[src/inc/ramp_regs.svh]
// Purpose: field positions, codes and reset values of the ramp controller
// Assumes: 32-bit serial words, register index in bits 2..0
// Notes: used by the ramp controller only; its interval timer uses none of it
`ifndef RAMP_REGS_SVH
`define RAMP_REGS_SVH
`define ADDR_HI 2
`define ADDR_DIVIDER 3'h0
`define ADDR_FRAC_LSB 3'h1
`define ADDR_RDIV 3'h2
`define ADDR_FUNCTION 3'h3
`define ADDR_TEST 3'h4
`define ADDR_DEVIATION 3'h5
`define ADDR_STEP 3'h6
`define ADDR_DELAY 3'h7
`define DIV_START 31
`define DIV_MUX_HI 30
`define DIV_MUX_LO 27
`define DIV_INT_HI 26
`define DIV_INT_LO 15
`define DIV_FRAC_HI 14
`define DIV_FRAC_LO 3
`define FRACL_HI 27
`define FRACL_LO 15
`define RDIV_CLKA_HI 14
`define RDIV_CLKA_LO 3
`define FUNC_TYPE_HI 11
`define FUNC_TYPE_LO 10
`define FUNC_CNT_RST 3
`define TEST_MUX_HI 25
`define TEST_MUX_LO 21
`define TEST_RB_HI 22
`define TEST_CLKB_HI 18
`define TEST_CLKB_LO 7
`define DEV_WORD_HI 18
`define DEV_WORD_LO 3
`define DEV_EXP_HI 22
`define DEV_EXP_LO 19
`define SET_SEL 23
`define DEV_DUAL 24
`define DEV_FSK 25
`define DEV_IRQ_HI 27
`define DEV_IRQ_LO 26
`define DEV_PARA 28
`define DEV_EXT 29
`define STEP_HI 22
`define STEP_LO 3
`define DLY_HI 14
`define DLY_LO 3
`define DLY_START 15
`define DLY_LONG 16
`define DLY_GAP 17
`define DLY_FAST 18
`define MUX_RAMP 4'hF
`define TEST_DONE 5'h03
`define TEST_RB 2'h2
`define TYPE_SAW 2'h0
`define TYPE_TRI 2'h1
`define TYPE_SSAW 2'h2
`define TYPE_SRAMP 2'h3
`define IRQ_OFF 2'h0
`define IRQ_STOP 2'h3
`define RB_BITS 6'h25
`define ONE_12 12'h001
`define RST_CLK 12'h001
`endif

[src/inc/ramp_pkg.sv]
// Purpose: types of the ramp controller
// Assumes: nothing
// Notes: divider value is 12 integer bits over 25 fraction bits
package ramp_pkg;
	typedef enum {RS_IDLE, RS_START_DLY, RS_RUN, RS_WRAP, RS_GAP_DLY,
		RS_HOLD} ramp_state_t;
	typedef logic [36:0] nval_t;
endpackage

[src/inc/tick_if.sv]
// Purpose: carrier between the ramp controller and an interval timer
// Assumes: ref_tick is one clk cycle per reference period
// Notes: tick pulses once per count_a times count_b reference periods
`timescale 1ns/1ns
interface tick_if #(parameter int W = 12);
	logic ref_tick;
	logic restart;
	logic [W-1:0] count_a;
	logic [W-1:0] count_b;
	logic tick;
	modport owner(output ref_tick, restart, count_a, count_b, input tick);
	modport timer(input ref_tick, restart, count_a, count_b, output tick);
endinterface // tick_if

[src/logic/ramp_ctrl.sv]
// Purpose: ramp generator control behind the 3-wire serial registers
// Assumes: pins and reference are asynchronous; link clock far below clk
// Notes: serial word shifts msb first, latched on load strobe rise
`timescale 1ns/1ns
`include "ramp_regs.svh"
module ramp_ctrl
	import ramp_pkg::*;
(
	// clock and reset
	input wire logic clk,
	input wire logic rst_b,
	// serial link
	input wire logic serial_clk_pin,
	input wire logic serial_data_pin,
	input wire logic serial_load_strobe,
	// reference and modulation
	input wire logic phase_comparator_ref,
	input wire logic modulation_input_pin,
	// outputs
	output logic multiplexed_output_pin,
	output nval_t divider_value,
	output logic fast_lock,
	output logic ramp_active
);
	localparam int S_SCK = 0;
	localparam int S_DAT = 1;
	localparam int S_LE = 2;
	localparam int S_REF = 3;
	localparam int S_MOD = 4;

	logic [4:0] sync1_reg;
	logic [4:0] sync2_reg;
	logic [4:0] prev_reg;
	logic sck_rise, le_rise, ref_tick, mod_rise;
	logic [31:0] shift_reg;
	logic [`ADDR_HI:0] addr;
	logic wr_stb, start_stb;

	// configuration
	logic [31:0] div_reg;
	logic [12:0] frac_lsb_reg;
	logic [11:0] clk_a_reg, clk_b_reg;
	logic [1:0] type_reg;
	logic cnt_rst_reg;
	logic [4:0] test_mux_reg;
	logic [15:0] dev_word_reg [2];
	logic [3:0] dev_exp_reg [2];
	logic [19:0] steps_reg [2];
	logic dual_reg, fsk_reg, para_reg, ext_reg;
	logic [1:0] irq_mode_reg;
	logic [11:0] dly_word_reg;
	logic dly_start_reg, dly_long_reg, dly_gap_reg, dly_fast_reg;

	// ramp engine
	ramp_state_t state_reg;
	nval_t base_reg, base_next, nval_reg, n_out_reg, nval_step;
	nval_t dev_ext, fsk_ext, idx1, delta;
	logic [19:0] idx_reg;
	logic set_reg, dir_reg, fsk_phase_reg, done_reg, gap_first_reg;
	logic step_tick, dly_tick, step_ev, irq_ev, burst_end, run_step_ev;
	nval_t rb_reg, cap_reg;
	logic [5:0] rb_cnt_reg;
	logic mux_reg, fast_reg;

	tick_if step_t ();
	tick_if dly_t ();

	// two-stage synchronisers, third stage only for edges
	always_ff @(posedge clk or negedge rst_b) begin
		if (!rst_b) begin
			sync1_reg <= '0;
			sync2_reg <= '0;
			prev_reg <= '0;
		end else begin
			sync1_reg <= {modulation_input_pin, phase_comparator_ref,
				serial_load_strobe, serial_data_pin, serial_clk_pin};
			sync2_reg <= sync1_reg;
			prev_reg <= sync2_reg;
		end
	end

	assign sck_rise = sync2_reg[S_SCK] && !prev_reg[S_SCK];
	assign le_rise = sync2_reg[S_LE] && !prev_reg[S_LE];
	assign ref_tick = sync2_reg[S_REF] && !prev_reg[S_REF];
	assign mod_rise = sync2_reg[S_MOD] && !prev_reg[S_MOD];

	// serial word assembly
	always_ff @(posedge clk or negedge rst_b) begin
		if (!rst_b)
			shift_reg <= '0;
		else if (sck_rise)
			shift_reg <= {shift_reg[30:0], sync2_reg[S_DAT]};
	end

	assign wr_stb = le_rise;
	assign addr = shift_reg[`ADDR_HI:0];
	assign start_stb = wr_stb && addr == `ADDR_DIVIDER &&
		shift_reg[`DIV_START];
	assign base_next = {shift_reg[`DIV_INT_HI:`DIV_INT_LO],
		shift_reg[`DIV_FRAC_HI:`DIV_FRAC_LO], frac_lsb_reg};

	// register file, writable at any time
	always_ff @(posedge clk or negedge rst_b) begin
		if (!rst_b) begin
			div_reg <= '0;
			frac_lsb_reg <= '0;
			clk_a_reg <= `RST_CLK;
			clk_b_reg <= `RST_CLK;
			type_reg <= `TYPE_SAW;
			cnt_rst_reg <= 1'b0;
			test_mux_reg <= '0;
			for (int i = 0; i < 2; i++) begin
				dev_word_reg[i] <= '0;
				dev_exp_reg[i] <= '0;
				steps_reg[i] <= '0;
			end
			{dual_reg, fsk_reg, para_reg, ext_reg} <= '0;
			irq_mode_reg <= `IRQ_OFF;
			dly_word_reg <= '0;
			{dly_start_reg, dly_long_reg, dly_gap_reg, dly_fast_reg} <= '0;
		end else if (wr_stb) begin
			case (addr)
			`ADDR_DIVIDER: div_reg <= shift_reg;
			`ADDR_FRAC_LSB: frac_lsb_reg <= shift_reg[`FRACL_HI:`FRACL_LO];
			`ADDR_RDIV: clk_a_reg <= shift_reg[`RDIV_CLKA_HI:`RDIV_CLKA_LO];
			`ADDR_FUNCTION: begin
				type_reg <= shift_reg[`FUNC_TYPE_HI:`FUNC_TYPE_LO];
				cnt_rst_reg <= shift_reg[`FUNC_CNT_RST];
			end
			`ADDR_TEST: begin
				test_mux_reg <= shift_reg[`TEST_MUX_HI:`TEST_MUX_LO];
				clk_b_reg <= shift_reg[`TEST_CLKB_HI:`TEST_CLKB_LO];
			end
			`ADDR_DEVIATION: begin
				dev_word_reg[shift_reg[`SET_SEL]] <=
					shift_reg[`DEV_WORD_HI:`DEV_WORD_LO];
				dev_exp_reg[shift_reg[`SET_SEL]] <=
					shift_reg[`DEV_EXP_HI:`DEV_EXP_LO];
				dual_reg <= shift_reg[`DEV_DUAL];
				fsk_reg <= shift_reg[`DEV_FSK];
				irq_mode_reg <= shift_reg[`DEV_IRQ_HI:`DEV_IRQ_LO];
				para_reg <= shift_reg[`DEV_PARA];
				ext_reg <= shift_reg[`DEV_EXT];
			end
			`ADDR_STEP: steps_reg[shift_reg[`SET_SEL]] <=
				shift_reg[`STEP_HI:`STEP_LO];
			`ADDR_DELAY: begin
				dly_word_reg <= shift_reg[`DLY_HI:`DLY_LO];
				dly_start_reg <= shift_reg[`DLY_START];
				dly_long_reg <= shift_reg[`DLY_LONG];
				dly_gap_reg <= shift_reg[`DLY_GAP];
				dly_fast_reg <= shift_reg[`DLY_FAST];
			end
			default: ;
			endcase
		end
	end

	// timers: step interval and start or gap delay
	assign step_t.ref_tick = ref_tick;
	assign step_t.restart = !(state_reg == RS_RUN || state_reg == RS_WRAP);
	assign step_t.count_a = clk_a_reg;
	assign step_t.count_b = clk_b_reg;
	assign step_tick = step_t.tick;
	assign dly_t.ref_tick = ref_tick;
	assign dly_t.restart = !(state_reg == RS_START_DLY ||
		state_reg == RS_GAP_DLY);
	assign dly_t.count_a = dly_word_reg;
	assign dly_t.count_b = dly_long_reg ? clk_a_reg : `ONE_12;
	assign dly_tick = dly_t.tick;

	interval_timer #(.W(12)) step_timer_u (
		.clk(clk),
		.rst_b(rst_b),
		.t(step_t)
	);
	interval_timer #(.W(12)) delay_timer_u (
		.clk(clk),
		.rst_b(rst_b),
		.t(dly_t)
	);

	// step arithmetic
	assign step_ev = ext_reg ? mod_rise : step_tick;
	assign irq_ev = mod_rise && irq_mode_reg != `IRQ_OFF;
	assign dev_ext = {{21{dev_word_reg[set_reg][15]}},
		dev_word_reg[set_reg]} << dev_exp_reg[set_reg];
	assign fsk_ext = {{21{dev_word_reg[1][15]}}, dev_word_reg[1]} <<
		dev_exp_reg[1];
	assign idx1 = {17'h0_0000, idx_reg} + 37'h0_0000_0001;
	assign delta = para_reg ? dev_ext * idx1 : dev_ext;
	assign nval_step = dir_reg ? nval_reg - delta : nval_reg + delta;
	assign burst_end = idx_reg + 20'h0_0001 >= steps_reg[set_reg];
	assign run_step_ev = state_reg == RS_RUN && step_ev;

	// ramp sequencing
	always_ff @(posedge clk or negedge rst_b) begin
		if (!rst_b) begin
			state_reg <= RS_IDLE;
			base_reg <= '0;
			nval_reg <= '0;
			idx_reg <= '0;
			set_reg <= 1'b0;
			dir_reg <= 1'b0;
		end else if (cnt_rst_reg) begin
			state_reg <= RS_IDLE;
			idx_reg <= '0;
			set_reg <= 1'b0;
			dir_reg <= 1'b0;
		end else if (start_stb) begin
			base_reg <= base_next;
			nval_reg <= base_next;
			idx_reg <= '0;
			set_reg <= 1'b0;
			dir_reg <= 1'b0;
			state_reg <= dly_start_reg ? RS_START_DLY : RS_RUN;
		end else if (irq_ev && irq_mode_reg == `IRQ_STOP) begin
			state_reg <= RS_HOLD;
		end else begin
			case (state_reg)
			RS_START_DLY, RS_GAP_DLY: begin
				if (dly_tick)
					state_reg <= RS_RUN;
			end
			RS_RUN: begin
				if (step_ev) begin
					nval_reg <= nval_step;
					idx_reg <= burst_end ? '0 : idx_reg + 20'h0_0001;
					if (burst_end) begin
						case (type_reg)
						`TYPE_TRI: begin
							dir_reg <= !dir_reg;
							set_reg <= dual_reg ? !set_reg : 1'b0;
							state_reg <= dly_gap_reg ? RS_GAP_DLY : RS_RUN;
						end
						`TYPE_SRAMP: state_reg <= RS_HOLD;
						default: state_reg <= RS_WRAP;
						endcase
					end
				end
			end
			RS_WRAP: begin
				if (step_ev) begin
					nval_reg <= base_reg;
					set_reg <= dual_reg ? !set_reg : 1'b0;
					if (type_reg == `TYPE_SSAW)
						state_reg <= RS_HOLD;
					else
						state_reg <= dly_gap_reg ? RS_GAP_DLY : RS_RUN;
				end
			end
			RS_IDLE, RS_HOLD: ;
			default: state_reg <= RS_IDLE;
			endcase
		end
	end

	// shift offset on top of the ramp, alternating per step
	always_ff @(posedge clk or negedge rst_b) begin
		if (!rst_b) begin
			fsk_phase_reg <= 1'b0;
			n_out_reg <= '0;
		end else begin
			if (start_stb)
				fsk_phase_reg <= 1'b0;
			else if (run_step_ev)
				fsk_phase_reg <= !fsk_phase_reg;
			n_out_reg <= nval_reg + ((fsk_reg && fsk_phase_reg) ?
				fsk_ext : '0);
		end
	end

	// ramp complete flag, setting wins over clearing
	always_ff @(posedge clk or negedge rst_b) begin
		if (!rst_b)
			done_reg <= 1'b0;
		else if (run_step_ev && burst_end)
			done_reg <= 1'b1;
		else if (start_stb)
			done_reg <= 1'b0;
	end

	// readback capture and shift
	always_ff @(posedge clk or negedge rst_b) begin
		if (!rst_b) begin
			rb_reg <= '0;
			cap_reg <= '0;
			rb_cnt_reg <= '0;
		end else if (irq_ev) begin
			rb_reg <= n_out_reg;
			cap_reg <= n_out_reg;
			rb_cnt_reg <= `RB_BITS;
		end else if (sck_rise && rb_cnt_reg != '0) begin
			rb_reg <= {rb_reg[35:0], 1'b0};
			rb_cnt_reg <= rb_cnt_reg - 6'h01;
		end else if (wr_stb) begin
			// a write frame clocks the word away; restart from the capture
			rb_reg <= cap_reg;
			rb_cnt_reg <= `RB_BITS;
		end
	end

	// output pin selection and fast lock window
	always_ff @(posedge clk or negedge rst_b) begin
		if (!rst_b) begin
			mux_reg <= 1'b0;
		end else if (div_reg[`DIV_MUX_HI:`DIV_MUX_LO] != `MUX_RAMP) begin
			mux_reg <= 1'b0;
		end else if (test_mux_reg == `TEST_DONE) begin
			mux_reg <= done_reg;
		end else if (test_mux_reg[`TEST_RB_HI-`TEST_MUX_LO:0] == `TEST_RB) begin
			mux_reg <= rb_reg[36];
		end else begin
			mux_reg <= 1'b0;
		end
	end

	always_ff @(posedge clk or negedge rst_b) begin
		if (!rst_b) begin
			gap_first_reg <= 1'b0;
			fast_reg <= 1'b0;
		end else begin
			if (state_reg != RS_GAP_DLY)
				gap_first_reg <= 1'b1;
			else if (ref_tick)
				gap_first_reg <= 1'b0;
			fast_reg <= state_reg == RS_GAP_DLY && gap_first_reg &&
				dly_fast_reg;
		end
	end

	assign multiplexed_output_pin = mux_reg;
	assign divider_value = n_out_reg;
	assign fast_lock = fast_reg;
	assign ramp_active = state_reg != RS_IDLE && state_reg != RS_HOLD;
endmodule // ramp_ctrl

[src/logic/interval_timer.sv]
// Purpose: count a product of two dividers in reference periods
// Assumes: a zero divider counts as one
// Notes: tick is a registered one-cycle pulse
`timescale 1ns/1ns
module interval_timer #(parameter int W = 12) (
	// clock and reset
	input wire logic clk,
	input wire logic rst_b,
	// owner side
	tick_if.timer t
);
	logic [W-1:0] a_eff;
	logic [W-1:0] b_eff;
	logic [2*W-1:0] prod;
	logic [2*W-1:0] cnt_reg;
	logic tick_reg;

	assign a_eff = (t.count_a == '0) ? W'(1) : t.count_a;
	assign b_eff = (t.count_b == '0) ? W'(1) : t.count_b;
	assign prod = {{W{1'b0}}, a_eff} * {{W{1'b0}}, b_eff};
	assign t.tick = tick_reg;

	always_ff @(posedge clk or negedge rst_b) begin
		if (!rst_b) begin
			cnt_reg <= '0;
			tick_reg <= 1'b0;
		end else if (t.restart) begin
			cnt_reg <= '0;
			tick_reg <= 1'b0;
		end else if (t.ref_tick) begin
			if (cnt_reg >= prod - 1'b1) begin
				cnt_reg <= '0;
				tick_reg <= 1'b1;
			end else begin
				cnt_reg <= cnt_reg + 1'b1;
				tick_reg <= 1'b0;
			end
		end else begin
			tick_reg <= 1'b0;
		end
	end
endmodule // interval_timer

[config.mk]
export PLATFORM = sky130hd
export DESIGN_NAME = ramp_ctrl
export DESIGN_NICKNAME = d
export VERILOG_FILES = /design/src/inc/ramp_pkg.sv /design/src/inc/tick_if.sv /design/src/logic/ramp_ctrl.sv /design/src/logic/interval_timer.sv
export VERILOG_INCLUDE_DIRS = /design/src /design/src/inc
export SDC_FILE = /design/constraint.sdc
export NUM_CORES = 2
export LEC_CHECK = 0
export BUFFER_PORTS_ARGS = -buffer_cell sky130_fd_sc_hd__buf_2
export CORE_MARGIN = 2
export CORE_UTILIZATION = 47
export DETAILED_ROUTE_END_ITERATION = 8
export SLEW_MARGIN = 20
export SYNTH_ARGS = -nofsm -noshare
export SYNTH_HDL_FRONTEND = slang
export SYNTH_HIERARCHICAL = 1
export SYNTH_SLANG_ARGS = --single-unit
[constraint.sdc]
create_clock -name clk -period 10.6 [get_ports clk]
set_input_delay 2.65 -clock clk [delete_from_list [all_inputs] [get_ports clk]]
set_output_delay 2.65 -clock clk [all_outputs]
set_load 0.005 [all_outputs]
==> run metrics <==
slew of the pin with the lowest slew margin=1.12 ns; Fillers=10,800; Final period util=1.02; final WL=160,000 um; register area share after synthesis=0.210; number of synthesized flops with an enable pin=0; initial antenna violation count=2; Synth area leaders=fa_1, dfrtp_1, ha_1; Max Clock Skew=0.0481 ns; Peak VDD IR=between 200 and 250 uV; CP required=11.16 ns; layout cells sized above 1=0.187; Yosys top cell by area=fa_1; maxcap violations=0; Final Wtd Congestion=0.955; Placed Cells=roughly 8,000; Most used DFF post-synth=dfrtp_1; Netlist cell types=114; endpoints failing hold=0; H-tree levels=2; DP Area=61,000 um2; Net Sw Frac=0.433; Crit. End Element=flip-flop; Post-DP HPWL=125,000 um; Sink Count=468; DR pass1 iterations=7; cell area after synthesis=between 50,000 and 60,000 um2; max reg flops=40; Setup WS post-layout=-0.163 ns; pwr/cell area=158 nW/um2; origin of the worst setup path=set_reg$_DFFE_PN0P_; area taken by multi-input logic gates=40,300 um2; Clock Power Share=0.204; DR vias=44,537; first-pass GRT wire length=259,000 um; Lkg Pwr=0.0316 uW; sequential share of power=0.221; Warnings, synthesis=6; DRC=0; CP max stage cell=dfrtp_4; hold buffers post-CTS=0; clk root buf=clkbuf_16; worst hold start=sync1_reg[0]$_DFF_PN0_; violated checks=setup timing; Final Power=between 10,000 and 15,000 uW; syn nets=7,266; DR WL/cell=19.6 um; crit-path most repeated cell=fa_1; flop and latch count out of synthesis=around 470; DR iter-0 viols=3,074; CP peak stage delay=0.54 ns; crit path kind=reg2reg; Setup violations, final=2; Skew-Pair Late Insertion Delay=roughly 0.67 ns; Synth top area share=0.242; core box area=around 120,000 um2; Synth-to-Final Area Change=15.0%; largest net degree at the start of global routing=168; Antenna Cells=0; Initial Util=0.474; Max-Slew Margin vs Limit=0.250; Hold Path Class=reg2reg; Psw=approximately 4400 uW; status=finished with violations; Int Pwr=5760 uW; Final ANT Viol Nets=0; average cell area after synthesis=8.99 um2; Critical Path AT=11.33 ns; Final min period=10.76 ns; die height=349 um; CTS tree=done; GR Util All Layers=0.269; Fin Setup TNS=-0.254 ns; final net count=between 7,000 and 8,000; Die W=roughly 350 um; IO buf count=46; Row Count=126; RSZ-0062 raised after global routing=true; register area=about 12,000 um2; Final Core Density=0.545; GR Overflow Total=0; Finished Layout Cells=8,161; Setup crit start kind=flip-flop; Final Max Tran Viols=0; vias in the first global route=around 46,000; cts bufs inserted=55; synthesized instance count=6,211; Ports=47; die area=122,000 um2; CTS max path bufs=3; commonest non-fill, non-tap cell in the layout=inv_1; fmax=0.0929 GHz; combinational share of power=0.575; Final Cell Area=around 64,000 um2; clock slew at reported path FFs=0.06 ns; Reg2Reg Launch Point=set_reg$_DFFE_PN0P_; crit-path max FO=8; commonest non-fill, non-tap cells in the layout=inv_1, nand2_1, fa_1; routed vias/inst=5.46; FFs w/ async S/R, synth=1.00
-- path summary, 6_finish.rpt --
check / cells after the start / end / slack [ns]
max: 48 / nval_reg[36]$_DFFE_PN0P_ / -0.16
min: 0 / sync2_reg[0]$_DFF_PN0_ / 0.35
max reg2reg: 48 / nval_reg[36]$_DFFE_PN0P_ / -0.16
min reg2reg: 0 / sync2_reg[0]$_DFF_PN0_ / 0.35
max in group asynchronous: 2 / para_reg$_DFFE_PN0P_ / 6.94
min in group asynchronous: 1 / delay_timer_u/cnt_reg[22]$_DFFE_PN0P_ / 2.04
-- power by group through the flow --
| stage | registers [uW] | logic [uW] | clock network (uW) |
|---|---|---|---|
| after global routing | 2270 | 6560 | 2190 |
| after detailed placement | 2280 | 5650 | 0 |
| final | 2250 | 5830 | 2070 |
| after floorplan | 1990 | 4200 | 0 |
| after CTS | 2250 | 5770 | 2120 |
| after global placement | 2280 | 5550 | 0 |
-- synth_stat cells (11+ instances only) --
master / n
a211oi_1: 34
a21boi_0: 11
a21o_1: 70
a21oi_1: 219
a31oi_1: 44
and2_1: 187
and3_1: 36
and4_1: 11
buf_1: 20
buf_2: 28
clkbuf_1: 249
dfrtp_1: 466
fa_1: 674
ha_1: 374
inv_1: 920
mux2_2: 242
mux2i_1: 124
nand2_1: 871
nand2b_1: 64
nand3_1: 92
nand4_1: 61
nor2_1: 420
nor2b_1: 50
nor3_1: 61
nor3b_1: 12
nor4_1: 16
o211ai_1: 83
o21a_1: 33
o21ai_0: 211
o21bai_1: 13
o22ai_1: 23
o31ai_1: 19
or2_2: 12
or3_1: 16
xnor2_1: 133
xor2_1: 77
-- critical path, delay by kind of cell (launching register included) --
| family | cells | cell delay, ns |
|---|---|---|
| adder cells (fa/ha/maj) | 9 | 4.06 |
| AO/OA/AOI/OAI | 12 | 2.54 |
| AND/OR/NAND/NOR | 12 | 1.12 |
| buffers and inverters | 10 | 0.88 |
| multiplexers | 2 | 0.83 |
| XOR/XNOR | 3 | 0.63 |
| flip-flops | 1 | 0.54 |
-- repair_timing --
item | CTS | global route
pin swaps | 105 | 33
gates cloned | 0 | 0
endpoints found under the setup margin | 12 | 17
gates resized for setup | 153 | 79
buffers inserted | 37 | 13
-- kinds of logic after synthesis --
logic type / synth area share
fa+ha+maj: 0.325
buf+inv: 0.0858
simple gates: 0.163
compound gates: 0.106
flops: 0.210
xor+xnor: 0.0338
mux: 0.0769
-- layout make-up --
type | instances | share of cell area
well taps | 1536 | 0.0299
clock inverters | 31 | 0.00724
repair buffers | 625 | 0.0756
flip-flops and latches | 468 | 0.182
multi-input cells | 4503 | 0.627
inverters | 927 | 0.0541
clock buffers | 71 | 0.0233
-- stage by stage --
step	setup slack (ns)	hold slack (ns)
global placement	-0.590	0.336
CTS	-0.0248	0.352
detailed placement	-0.698	0.339
global route	-0.647	0.360
finish	-0.163	0.350
floorplan	0.000385	0.331
-- metal layers --
| metal | global-route usage | vias up | routed length (um) |
|---|---|---|---|
| li1 | - | 20863 | - |
| met1 | 0.389 | 22389 | 74300 |
| met2 | 0.432 | 1113 | 73300 |
| met3 | 0.0327 | 170 | 8760 |
| met4 | 0.0625 | 2 | 3760 |
| met5 | 0 | - | 13 |
Power figures use the tool's default switching activity.
